--- config.mk ---
export PLATFORM = sky130hd
export DESIGN_NAME = ppwc_top
export DESIGN_NICKNAME = d
export VERILOG_FILES = /design/src/include/ppwc_pkg.sv /design/src/ppwc_chan.sv /design/src/ppwc_top.sv
export VERILOG_INCLUDE_DIRS = /design/src /design/src/include
export SDC_FILE = /design/constraint.sdc
export NUM_CORES = 1
export LEC_CHECK = 0
export BUFFER_PORTS_ARGS = -buffer_cell sky130_fd_sc_hd__buf_2
export CAP_MARGIN = 20
export CORE_ASPECT_RATIO = 1.5
export CORE_MARGIN = 4
export CORE_UTILIZATION = 32
export CTS_CLUSTER_DIAMETER = 200
export DETAILED_ROUTE_END_ITERATION = 10
export REMOVE_ABC_BUFFERS = 1
export SYNTH_ARGS = -nofsm -noshare
export SYNTH_HDL_FRONTEND = slang
export SYNTH_SLANG_ARGS = --single-unit
--- constraint.sdc ---
create_clock -name pclk -period 5.9 [get_ports pclk]
set_clock_uncertainty 0.1 [all_clocks]
set_input_delay 0 -clock pclk [delete_from_list [all_inputs] [get_ports pclk]]
set_output_delay 0 -clock pclk [all_outputs]
set_load 0.03 [all_outputs]
--- src/include/ppwc_defines.svh ---
`ifndef PPWC_DEFINES_SVH
`define PPWC_DEFINES_SVH

`define PPWC_NUM_CH 6
`define PPWC_CNT_W 16
`define PPWC_CNT_MAX 16'hFFFF

// register byte addresses
`define PPWC_MODE_BASE 8'h00
`define PPWC_CAPT_BASE 8'h20
`define PPWC_START_OFF 8'h40
`define PPWC_STAT_OFF 8'h44
`define PPWC_MASK_OFF 8'h48
`define PPWC_LEVEL_OFF 8'h4C

// mode register fields
`define PPWC_TMOD_LO 0
`define PPWC_TMOD_HI 1
`define PPWC_MR_LO 2
`define PPWC_MR_HI 3
`define PPWC_MR_RSVD 4
`define PPWC_OVF_BIT 5
`define PPWC_TCK_LO 6
`define PPWC_TCK_HI 7
`define PPWC_OP_MEASURE 2'b10
`define PPWC_MODE_RESET 8'h00

// status and mask layout
`define PPWC_STAT_CAP_LSB 0
`define PPWC_STAT_OVF_LSB 8

// prescaler ratios
`define PPWC_DIV8 8
`define PPWC_DIV32 32

`endif

--- src/include/ppwc_pkg.sv ---
package ppwc_pkg;

	typedef enum logic [1:0] {
		PPWC_PERIOD_FALL = 2'b00,
		PPWC_PERIOD_RISE = 2'b01,
		PPWC_WIDTH = 2'b10,
		PPWC_MEAS_RSVD = 2'b11
	} ppwc_meas_t;

	typedef enum logic [1:0] {
		PPWC_CLK_F1 = 2'b00,
		PPWC_CLK_F8 = 2'b01,
		PPWC_CLK_F32 = 2'b10,
		PPWC_CLK_FC32 = 2'b11
	} ppwc_clk_t;

	// true when the pin change qualifies as a capture edge
	function automatic logic ppwc_edge_hit(input ppwc_meas_t sel, input logic prev,
			input logic cur);
		case (sel)
			PPWC_PERIOD_FALL: return prev & ~cur;
			PPWC_PERIOD_RISE: return ~prev & cur;
			PPWC_WIDTH: return prev ^ cur;
			default: return 1'b0;
		endcase
	endfunction : ppwc_edge_hit

	function automatic logic ppwc_pick_tick(input ppwc_clk_t sel, input logic t8,
			input logic t32, input logic tsub);
		case (sel)
			PPWC_CLK_F1: return 1'b1;
			PPWC_CLK_F8: return t8;
			PPWC_CLK_F32: return t32;
			default: return tsub;
		endcase
	endfunction : ppwc_pick_tick

endpackage : ppwc_pkg

--- src/ppwc_chan.sv ---
`timescale 1ns/100ps
`default_nettype none
`include "ppwc_defines.svh"

module ppwc_chan
	import ppwc_pkg::*;
(
	input wire logic pclk,
	input wire logic presetn,
	input wire logic run,
	input wire logic tick,
	input wire logic pin,
	input wire ppwc_meas_t meas_sel,
	output logic [`PPWC_CNT_W-1:0] capture_value,
	output logic cap_evt,
	output logic ovf_evt
);

	logic pin_prev;
	logic [`PPWC_CNT_W-1:0] count;
	logic hit;

	assign hit = run & ppwc_edge_hit(meas_sel, pin_prev, pin);
	assign cap_evt = hit;
	assign ovf_evt = run & tick & ~hit & (count == `PPWC_CNT_MAX);

	always_ff @(posedge pclk or negedge presetn) begin
		if (!presetn) begin
			pin_prev <= 1'b0;
		end else begin
			pin_prev <= pin;
		end
	end

	// counter is never cleared on start, only by an edge or a wrap
	always_ff @(posedge pclk or negedge presetn) begin
		if (!presetn) begin
			count <= '0;
		end else if (hit) begin
			count <= '0;
		end else if (run && tick) begin
			count <= count + 1'b1;
		end
	end

	always_ff @(posedge pclk or negedge presetn) begin
		if (!presetn) begin
			capture_value <= '0;
		end else if (hit) begin
			capture_value <= count;
		end
	end
endmodule : ppwc_chan

`default_nettype wire

--- src/ppwc_top.sv ---
// The implementer's own choices: register access over APB and the address map.
`timescale 1ns/100ps
`default_nettype none
`include "ppwc_defines.svh"

// Overview of operation
// - six identical channels, each able to measure period and width
// - each channel has counter and capture register; reading returns captured value
// - period mode counts falling-to-falling or rising-to-rising edges
// - once started, counter runs; a qualifying edge captures, clears, continues
// - a capture sets the request in the same cycle as the latch
// - counter overflow sets sticky overflow flag and raises the request too
// - measurement runs freely; capture register keeps the latest result
// - counter is not cleared at start; early overflow is possible
// - width mode captures and clears on both rising and falling edges
// - operating mode low bit 0 and high bit 1 selects measurement
// - overflow flag is cleared by writing zero, never set by software
// - two-bit clock select: undivided, divide by 8, by 32, sub-clock by 32
// - mode 0x42 is period with divide by 8; 0x4a is width
module ppwc_top
	import ppwc_pkg::*;
(
	input wire logic pclk,
	input wire logic presetn,
	input wire logic psel,
	input wire logic penable,
	input wire logic pwrite,
	input wire logic [7:0] paddr,
	input wire logic [31:0] pwdata,
	output logic [31:0] prdata,
	output logic pready,
	output logic pslverr,
	input wire logic [`PPWC_NUM_CH-1:0] measure_input_pin,
	input wire logic sub_clock_in,
	output logic irq
);

	localparam int NCH = `PPWC_NUM_CH;

	logic [NCH-1:0][7:0] mode_cfg;
	logic [NCH-1:0] overflow_flag;
	logic [NCH-1:0] count_start_bit;
	logic [NCH-1:0] cap_stat;
	logic [NCH-1:0] ovf_stat;
	logic [NCH-1:0] cap_mask;
	logic [NCH-1:0] ovf_mask;
	logic [NCH-1:0] pin_level;
	logic [NCH-1:0] run;
	logic [NCH-1:0] cap_evt;
	logic [NCH-1:0] ovf_evt;
	logic [NCH-1:0] selected_count_clock;
	logic [NCH-1:0][`PPWC_CNT_W-1:0] capture_value_reg;

	logic [4:0] div_cnt;
	logic tick_div8;
	logic tick_div32;
	logic sub_prev;
	logic [4:0] sub_cnt;
	logic tick_sub32;

	logic setup;
	logic wr_fire;
	logic [31:0] rd_word;
	logic rd_ok;
	logic [NCH-1:0] wr_mode;
	logic wr_start;
	logic wr_stat;
	logic wr_mask;

	// byte address of a per-channel register
	function automatic logic [7:0] slot_addr(input logic [7:0] base, input int idx);
		return base + 8'(idx * 4);
	endfunction : slot_addr

	// mode register as software sees it: overflow flag merged in
	function automatic logic [7:0] mode_view(input logic [7:0] cfg, input logic ovf);
		logic [7:0] v;
		v = cfg;
		v[`PPWC_OVF_BIT] = ovf;
		return v;
	endfunction : mode_view

	// prescaler: one-cycle enables for f/8 and f/32
	always_ff @(posedge pclk or negedge presetn) begin
		if (!presetn) begin
			div_cnt <= '0;
			tick_div8 <= 1'b0;
			tick_div32 <= 1'b0;
		end else begin
			div_cnt <= div_cnt + 1'b1;
			tick_div8 <= (div_cnt[2:0] == 3'(`PPWC_DIV8 - 1));
			tick_div32 <= (div_cnt == 5'(`PPWC_DIV32 - 1));
		end
	end

	// sub-clock divided by 32: counts rising edges of the slow input
	always_ff @(posedge pclk or negedge presetn) begin
		if (!presetn) begin
			sub_prev <= 1'b0;
			sub_cnt <= '0;
			tick_sub32 <= 1'b0;
		end else begin
			sub_prev <= sub_clock_in;
			tick_sub32 <= 1'b0;
			if (sub_clock_in && !sub_prev) begin
				sub_cnt <= sub_cnt + 1'b1;
				tick_sub32 <= (sub_cnt == 5'(`PPWC_DIV32 - 1));
			end
		end
	end

	genvar g;
	generate
		for (g = 0; g < NCH; g++) begin : gen_ch
			assign run[g] = count_start_bit[g] &
				(mode_cfg[g][`PPWC_TMOD_HI:`PPWC_TMOD_LO] == `PPWC_OP_MEASURE);
			assign selected_count_clock[g] = ppwc_pick_tick(
				ppwc_clk_t'(mode_cfg[g][`PPWC_TCK_HI:`PPWC_TCK_LO]),
				tick_div8, tick_div32, tick_sub32);
			ppwc_chan u_chan (
				.pclk(pclk),
				.presetn(presetn),
				.run(run[g]),
				.tick(selected_count_clock[g]),
				.pin(measure_input_pin[g]),
				.meas_sel(ppwc_meas_t'(mode_cfg[g][`PPWC_MR_HI:`PPWC_MR_LO])),
				.capture_value(capture_value_reg[g]),
				.cap_evt(cap_evt[g]),
				.ovf_evt(ovf_evt[g])
			);
		end
	endgenerate

	assign setup = psel & ~penable;
	assign wr_fire = psel & penable & pready & pwrite;

	// address decode shared by read and write paths
	always_comb begin
		rd_word = '0;
		rd_ok = 1'b0;
		wr_mode = '0;
		wr_start = 1'b0;
		wr_stat = 1'b0;
		wr_mask = 1'b0;
		for (int i = 0; i < NCH; i++) begin
			if (paddr == slot_addr(`PPWC_MODE_BASE, i)) begin
				rd_word = {24'h00_0000, mode_view(mode_cfg[i], overflow_flag[i])};
				rd_ok = 1'b1;
				wr_mode[i] = wr_fire;
			end
			if (paddr == slot_addr(`PPWC_CAPT_BASE, i)) begin
				rd_word = {16'h0000, capture_value_reg[i]};
				rd_ok = 1'b1;
			end
		end
		case (paddr)
			`PPWC_START_OFF: begin
				rd_word = {26'h000_0000, count_start_bit};
				rd_ok = 1'b1;
				wr_start = wr_fire;
			end
			`PPWC_STAT_OFF: begin
				rd_word = {18'h0_0000, ovf_stat, 2'b00, cap_stat};
				rd_ok = 1'b1;
				wr_stat = wr_fire;
			end
			`PPWC_MASK_OFF: begin
				rd_word = {18'h0_0000, ovf_mask, 2'b00, cap_mask};
				rd_ok = 1'b1;
				wr_mask = wr_fire;
			end
			`PPWC_LEVEL_OFF: begin
				rd_word = {26'h000_0000, pin_level};
				rd_ok = 1'b1;
			end
			default: begin
			end
		endcase
	end

	// zero-wait slave: answer registered during the setup cycle
	always_ff @(posedge pclk or negedge presetn) begin
		if (!presetn) begin
			pready <= 1'b0;
			pslverr <= 1'b0;
			prdata <= '0;
		end else if (setup) begin
			pready <= 1'b1;
			pslverr <= ~rd_ok;
			prdata <= (pwrite || !rd_ok) ? 32'h0000_0000 : rd_word;
		end else begin
			pready <= 1'b0;
			pslverr <= 1'b0;
			prdata <= '0;
		end
	end

	// mode bits except the overflow flag, which has its own owner
	always_ff @(posedge pclk or negedge presetn) begin
		if (!presetn) begin
			mode_cfg <= {NCH{`PPWC_MODE_RESET}};
		end else begin
			for (int i = 0; i < NCH; i++) begin
				if (wr_mode[i]) begin
					mode_cfg[i] <= pwdata[7:0] & ~(8'h01 << `PPWC_OVF_BIT);
				end
			end
		end
	end

	// overflow flag: hardware sets, a written zero clears, set wins
	always_ff @(posedge pclk or negedge presetn) begin
		if (!presetn) begin
			overflow_flag <= '0;
		end else begin
			for (int i = 0; i < NCH; i++) begin
				if (ovf_evt[i]) begin
					overflow_flag[i] <= 1'b1;
				end else if (wr_mode[i] && !pwdata[`PPWC_OVF_BIT]) begin
					overflow_flag[i] <= 1'b0;
				end
			end
		end
	end

	always_ff @(posedge pclk or negedge presetn) begin
		if (!presetn) begin
			count_start_bit <= '0;
		end else if (wr_start) begin
			count_start_bit <= pwdata[NCH-1:0];
		end
	end

	// sticky request bits, write one to clear, set wins
	always_ff @(posedge pclk or negedge presetn) begin
		if (!presetn) begin
			cap_stat <= '0;
			ovf_stat <= '0;
		end else begin
			cap_stat <= cap_evt | (cap_stat &
				~({NCH{wr_stat}} & pwdata[`PPWC_STAT_CAP_LSB +: NCH]));
			ovf_stat <= ovf_evt | (ovf_stat &
				~({NCH{wr_stat}} & pwdata[`PPWC_STAT_OVF_LSB +: NCH]));
		end
	end

	always_ff @(posedge pclk or negedge presetn) begin
		if (!presetn) begin
			cap_mask <= '0;
			ovf_mask <= '0;
		end else if (wr_mask) begin
			cap_mask <= pwdata[`PPWC_STAT_CAP_LSB +: NCH];
			ovf_mask <= pwdata[`PPWC_STAT_OVF_LSB +: NCH];
		end
	end

	always_ff @(posedge pclk or negedge presetn) begin
		if (!presetn) begin
			irq <= 1'b0;
		end else begin
			irq <= |((cap_stat & cap_mask) | (ovf_stat & ovf_mask));
		end
	end

	// input level for software to tell a high width from a low one
	always_ff @(posedge pclk or negedge presetn) begin
		if (!presetn) begin
			pin_level <= '0;
		end else begin
			pin_level <= measure_input_pin;
		end
	end
endmodule : ppwc_top

`default_nettype wire

# Yosys cells after proc, flatten, opt, wreduce, memory -nomap -nowiden
# Cells that the tools add are included.
# word_totals
register_bits	331
inputBits	52
out_inout_bits	35
elab_cells	311
# op_classes
add_sub_neg	8
eq_ne	54
mux	76
bitwise	83
reduce_logical	44
# ops
cell	count
$mux W32	13
$mux W16	12
$pmux W32 S4	1
$add A16 B1 Y16 const B	6
$eq A16 B16 Y1 const B	6
$eq A8 B6 Y1 const B	6
$and A1 B1 Y1	46
$mux W1	37
$and A6 B6 Y6	6
$eq A2 B2 Y1 const B	18
$pmux W1 S3	12
$eq A8 B7 Y1 const B	4
$eq A2 B1 Y1 const B	12
$logic_not A2 Y1	12
$reduce_bool A2 Y1	12
$not A1 Y1	20
$or A6 B6 Y6	3
$eq A8 B4 Y1 const B	2
$eq A8 B5 Y1 const B	2
$logic_and A1 B1 Y1	13
$not A6 Y6	2
$add A5 B1 Y5 const B	2
$eq A5 B5 Y1 const B	2
$eq A8 B3 Y1 const B	1
other kinds (8)	15

# Depth between registers and ports, before layout
# depth
depth_word	18
ltp_mapped	9
depth_no_buf	6

# Modules after synthesis
# A second synthesis with hierarchy kept.
# hier_totals
hier_cells	1509
hier_area_um2	15217.1
# by_module_without_submodules
module	instances	cells_per_inst	area_per_inst_um2	seq_area_each_um2
ppwc_chan	6	159	1480.2	825.8
ppwc_top	1	555	6336.1	2927.8

# Worst setup path before layout
# OpenSTA, ideal clock, no wires.
# synth_path
path_kind	register -> register
start	register pin_level[5] (netlist name)
end	register gen_ch[5].u_chan.capture_value[0]
setup_ns	0.125
arrival_ns	1.951
required_ns	5.675
setup_slack_ns	3.725
stages_incl_launch_ff	7
path_buffers	1
synth_period_minus_slack_ns	2.175
cell_sequence	dfrtp_1 > ha_1 > nand2b_1 > a21o_1 > a21oi_1 > buf_2 > mux2_2
# synth_rtl
element	line_no	text
to (signal assigned)	ppwc_chan.sv:50	capture_value <= count;
to (decl)	ppwc_chan.sv:14	output logic [`PPWC_CNT_W-1:0] capture_value,

# Worst setup path after layout
# layout_path
start	input paddr[1]
end	register prdata[7]
# layout_via
elab_chain_len	18
word_cells_on_any_way	47
classes_between	eq/ne: 15; mux: 28; reduce/logical: 4
# layout_rtl
element	line_no	text
from (decl)	ppwc_top.sv:28	input wire logic [7:0] paddr,
$logic_not A8 Y1	ppwc_top.sv:146	if (paddr == slot_addr(`PPWC_MODE_BASE, i)) begin
$mux W1	ppwc_top.sv:146	
$mux W1	ppwc_top.sv:151	if (paddr == slot_addr(`PPWC_CAPT_BASE, i)) begin
$mux W1	ppwc_top.sv:146	
$mux W1	ppwc_top.sv:151	
$mux W1	ppwc_top.sv:146	
$mux W1	ppwc_top.sv:151	
$mux W1	ppwc_top.sv:146	
(+2 left out)	-	
$mux W1	ppwc_top.sv:151	
$mux W1	ppwc_top.sv:146	
$mux W1	ppwc_top.sv:151	
$mux W1	ppwc_top.sv:156	case (paddr)
$logic_not A1 Y1	ppwc_top.sv:190	prdata <= (pwrite || !rd_ok) ? 32'h0000_0000 : rd_word;
$logic_or A1 B1 Y1	ppwc_top.sv:190	
$mux W32 (*)	ppwc_top.sv:190	
$mux W32 (*)	ppwc_top.sv:187	end else if (setup) begin
to (signal assigned)	ppwc_top.sv:190	
to (decl)	ppwc_top.sv:30	output logic [31:0] prdata,
# Every way passes the cells marked *; elsewhere a longest branch is shown, timed or not.
# A chain may end at the register's enable or synchronous reset.

==> flow_metrics.env <==
export IMPL_synth_seq_cells=309
export IMPL_synth_edf_count=0
export IMPL_hpwlAfterDp_um=32200
export IMPL_die_y_um=278
export IMPL_core_sq_um=47900
export IMPL_yosysSeqAreaShare=0.496
export IMPL_ff_latch_area_sq_um=7730
export IMPL_num_rows=98
export IMPL_async_flop_share=1.00
export IMPL_fmax_mhz=349
export IMPL_routed_via_density=5.53
export IMPL_post_route_period_util=0.486
export IMPL_nNetsFinal=1508
export IMPL_ir_drop_mv=0.140
export IMPL_clk_path_buf_depth=3
export IMPL_wirelength_um=45100
export IMPL_clk_latency_ns=0.53
export IMPL_cp_arrival_ns=3.16
export IMPL_grtUsageMet3=0.0243
export IMPL_grt_max_degree=179
export IMPL_finalSetupViolCount=0
export IMPL_synth_distinct_cells=77
export IMPL_fin_cells=2109
export IMPL_first_pass_iters=6
export IMPL_fillers=4665
export IMPL_rsz0062_at_grt="false"
export IMPL_grt_pass1_wl_um=70000
export IMPL_ys_flop_type="dfrtp_1"
export IMPL_avgSynthCellArea_sq_um=11.4
export IMPL_htreeDepth=2
export IMPL_portBuffers=52
export IMPL_cts_made_buffers=34
export IMPL_hold_path_class="in2reg"
export IMPL_drc=0
export IMPL_area_growth_pct=14.6
export IMPL_sw_frac_of_total=0.230
export IMPL_final_common_cell="dfrtp_1"
export IMPL_grt_ovfl_total=0
export IMPL_grt_pass1_vias=11600
export IMPL_p_comb_frac=0.049
export IMPL_die_area_sq_um=52400
export IMPL_cts_tree="yes"
export IMPL_maxSlewViolCount=0
export IMPL_cts_hold_buf=31
export IMPL_required_ns=6.19
export IMPL_multiInputGateArea_sq_um=7290
export IMPL_start_kind="primary input"
export IMPL_netlist_instances=1373
export IMPL_initial_core_util=0.325
export IMPL_worstMarginPinSlew_ns=1.06
export IMPL_met2_usage=0.291
export IMPL_vias=11700
export IMPL_wl_per_cell_um=21.4
export IMPL_top_usage_layer="met2"
export IMPL_tns_ns=0
export IMPL_rrSetupSlack_ns=3.26
export IMPL_clock_sinks=309
export IMPL_antenna_found_initial=4
export IMPL_final_cell_mix="309 x dfrtp_1, 155 x mux2_2, 95 x a21oi_1, 65 x o21ai_0, 61 x nand2_1"
export IMPL_grt_util_met1=0.201
export IMPL_place_gp_congestion=0.968
export IMPL_switching_power_w=0.00105
export IMPL_ioPinCount=87
export IMPL_cts_resized=0
export IMPL_critPathCaptureType="flip-flop"
export IMPL_crit_type="in2reg"
export IMPL_seqPwrFrac=0.474
export IMPL_synth_area_sq_um=15600
export IMPL_p_int_w=0.00352
export IMPL_post_cts_setup_buffers=0
export IMPL_leakagePower_nw=7.94
export IMPL_finalHoldViolations=0
export IMPL_status="finished clean"
export IMPL_fp_dieW_um=188
export IMPL_slew_headroom=0.290
export IMPL_timing_final_crit_period_ns=2.87
export IMPL_synth_warnings=0
export IMPL_worst_path_max_fanout=12
export IMPL_max_cap_violations=0
export IMPL_placed_cells_incl_taps=2015
export IMPL_drt_iter0_markers=857
export IMPL_p_per_area_nw_per_um2=256
export IMPL_final_layout_size_suffix_gt1_frac=0.220
export IMPL_clockRootBuffer="clkbuf_16"
export IMPL_clockPowerShare=0.477
export IMPL_grt_total_usage=0.169
export IMPL_ant_nets=0
export IMPL_path_clk_slew_ns=0.06
-- through the flow --
stage                     setup WS [ns]  hold slack [ns]  total power (W)  instance area (sq um)   util
after global routing               2.97           0.0542          0.00473                  17900  0.372
after global placement             3.04           0.0220          0.00240                  16400  0.342
after CTS                          3.06          0.00837          0.00462                  17800  0.372
final                              3.03           0.0355          0.00457                  17900  0.372
after floorplan                    2.42           -0.396          0.00228                  15200      -
after detailed placement           3.22           0.0336          0.00241                  16400  0.342
-- cell type report --
type | count | area share
timing repair buffer | 99 | 0.0400
antenna | 2 | 0.000280
clock buffer | 49 | 0.0577
sequential | 309 | 0.433
multi-input combinational | 945 | 0.408
inverter | 44 | 0.00925
tap | 650 | 0.0455
clock inverter | 11 | 0.00589
-- worst max-delay path, cell delays in order --
cell,delay (ns)
dlygate4sd3_1,0.55
buf_2,0.20
or2_2,0.41
a2111oi_4,0.47
dlygate4sd3_1,0.99
o2111ai_1,0.19
a221oi_1,0.34
-- worst paths after layout --
check,start,endpoint,cells after the start
max,paddr[1],prdata[7],7
min,penable,prdata[3],5
max reg2reg,pin_level[3],gen_ch[3].u_chan.capture_value[8],6
min reg2reg,div_cnt[0],div_cnt[0],1
max in group asynchronous,presetn,gen_ch[1].u_chan.count[3],3
min in group asynchronous,presetn,gen_ch[0].u_chan.count[12],2
-- layer usage --
metal | wire length, um | vias up
met2 | 22500 | 339
met5 | 13 | -
li1 | - | 5266
met1 | 17600 | 5944
met4 | 2930 | 2
met3 | 2090 | 113
-- Yosys cell counts, drive strengths merged (23+ instances only) --
cell type / number / area share
a21oi: 97 / 0.031
buf: 58 / 0.023
clkbuf: 32 / 0.0077
dfrtp: 309 / 0.50
ha: 23 / 0.018
inv: 44 / 0.011
mux2: 162 / 0.12
mux2i: 39 / 0.025
nand2: 61 / 0.015
nand3: 39 / 0.013
nor2: 39 / 0.011
o21ai: 65 / 0.021
o31ai: 38 / 0.018
or3: 45 / 0.018
or4: 31 / 0.015
-- power by group through the flow --
stage               logic (W)  clock network (W)  registers (W)
finish               0.000223            0.00218        0.00216
global placement     0.000204                  0        0.00220
floorplan           0.0000851                  0        0.00220
CTS                  0.000227            0.00223        0.00216
global route         0.000247            0.00232        0.00216
detailed placement   0.000209                  0        0.00220
-- cells by family (layout without fill, tap and decap cells) --
kind of cell | after synthesis | count (layout) | share of synthesized area
and+or+nand+nor | 356 | 356 | 0.140
AOI/OAI and AO/OA | 322 | 322 | 0.135
DFF | 309 | 309 | 0.496
muxes | 214 | 214 | 0.161
buffers and inverters | 134 | 203 | 0.0413
adders and majority gates | 23 | 23 | 0.0185
xor gates and xnor gates | 14 | 14 | 0.00787
other | 1 | 18 | 0.000241
(Power assumes the default switching activity.)
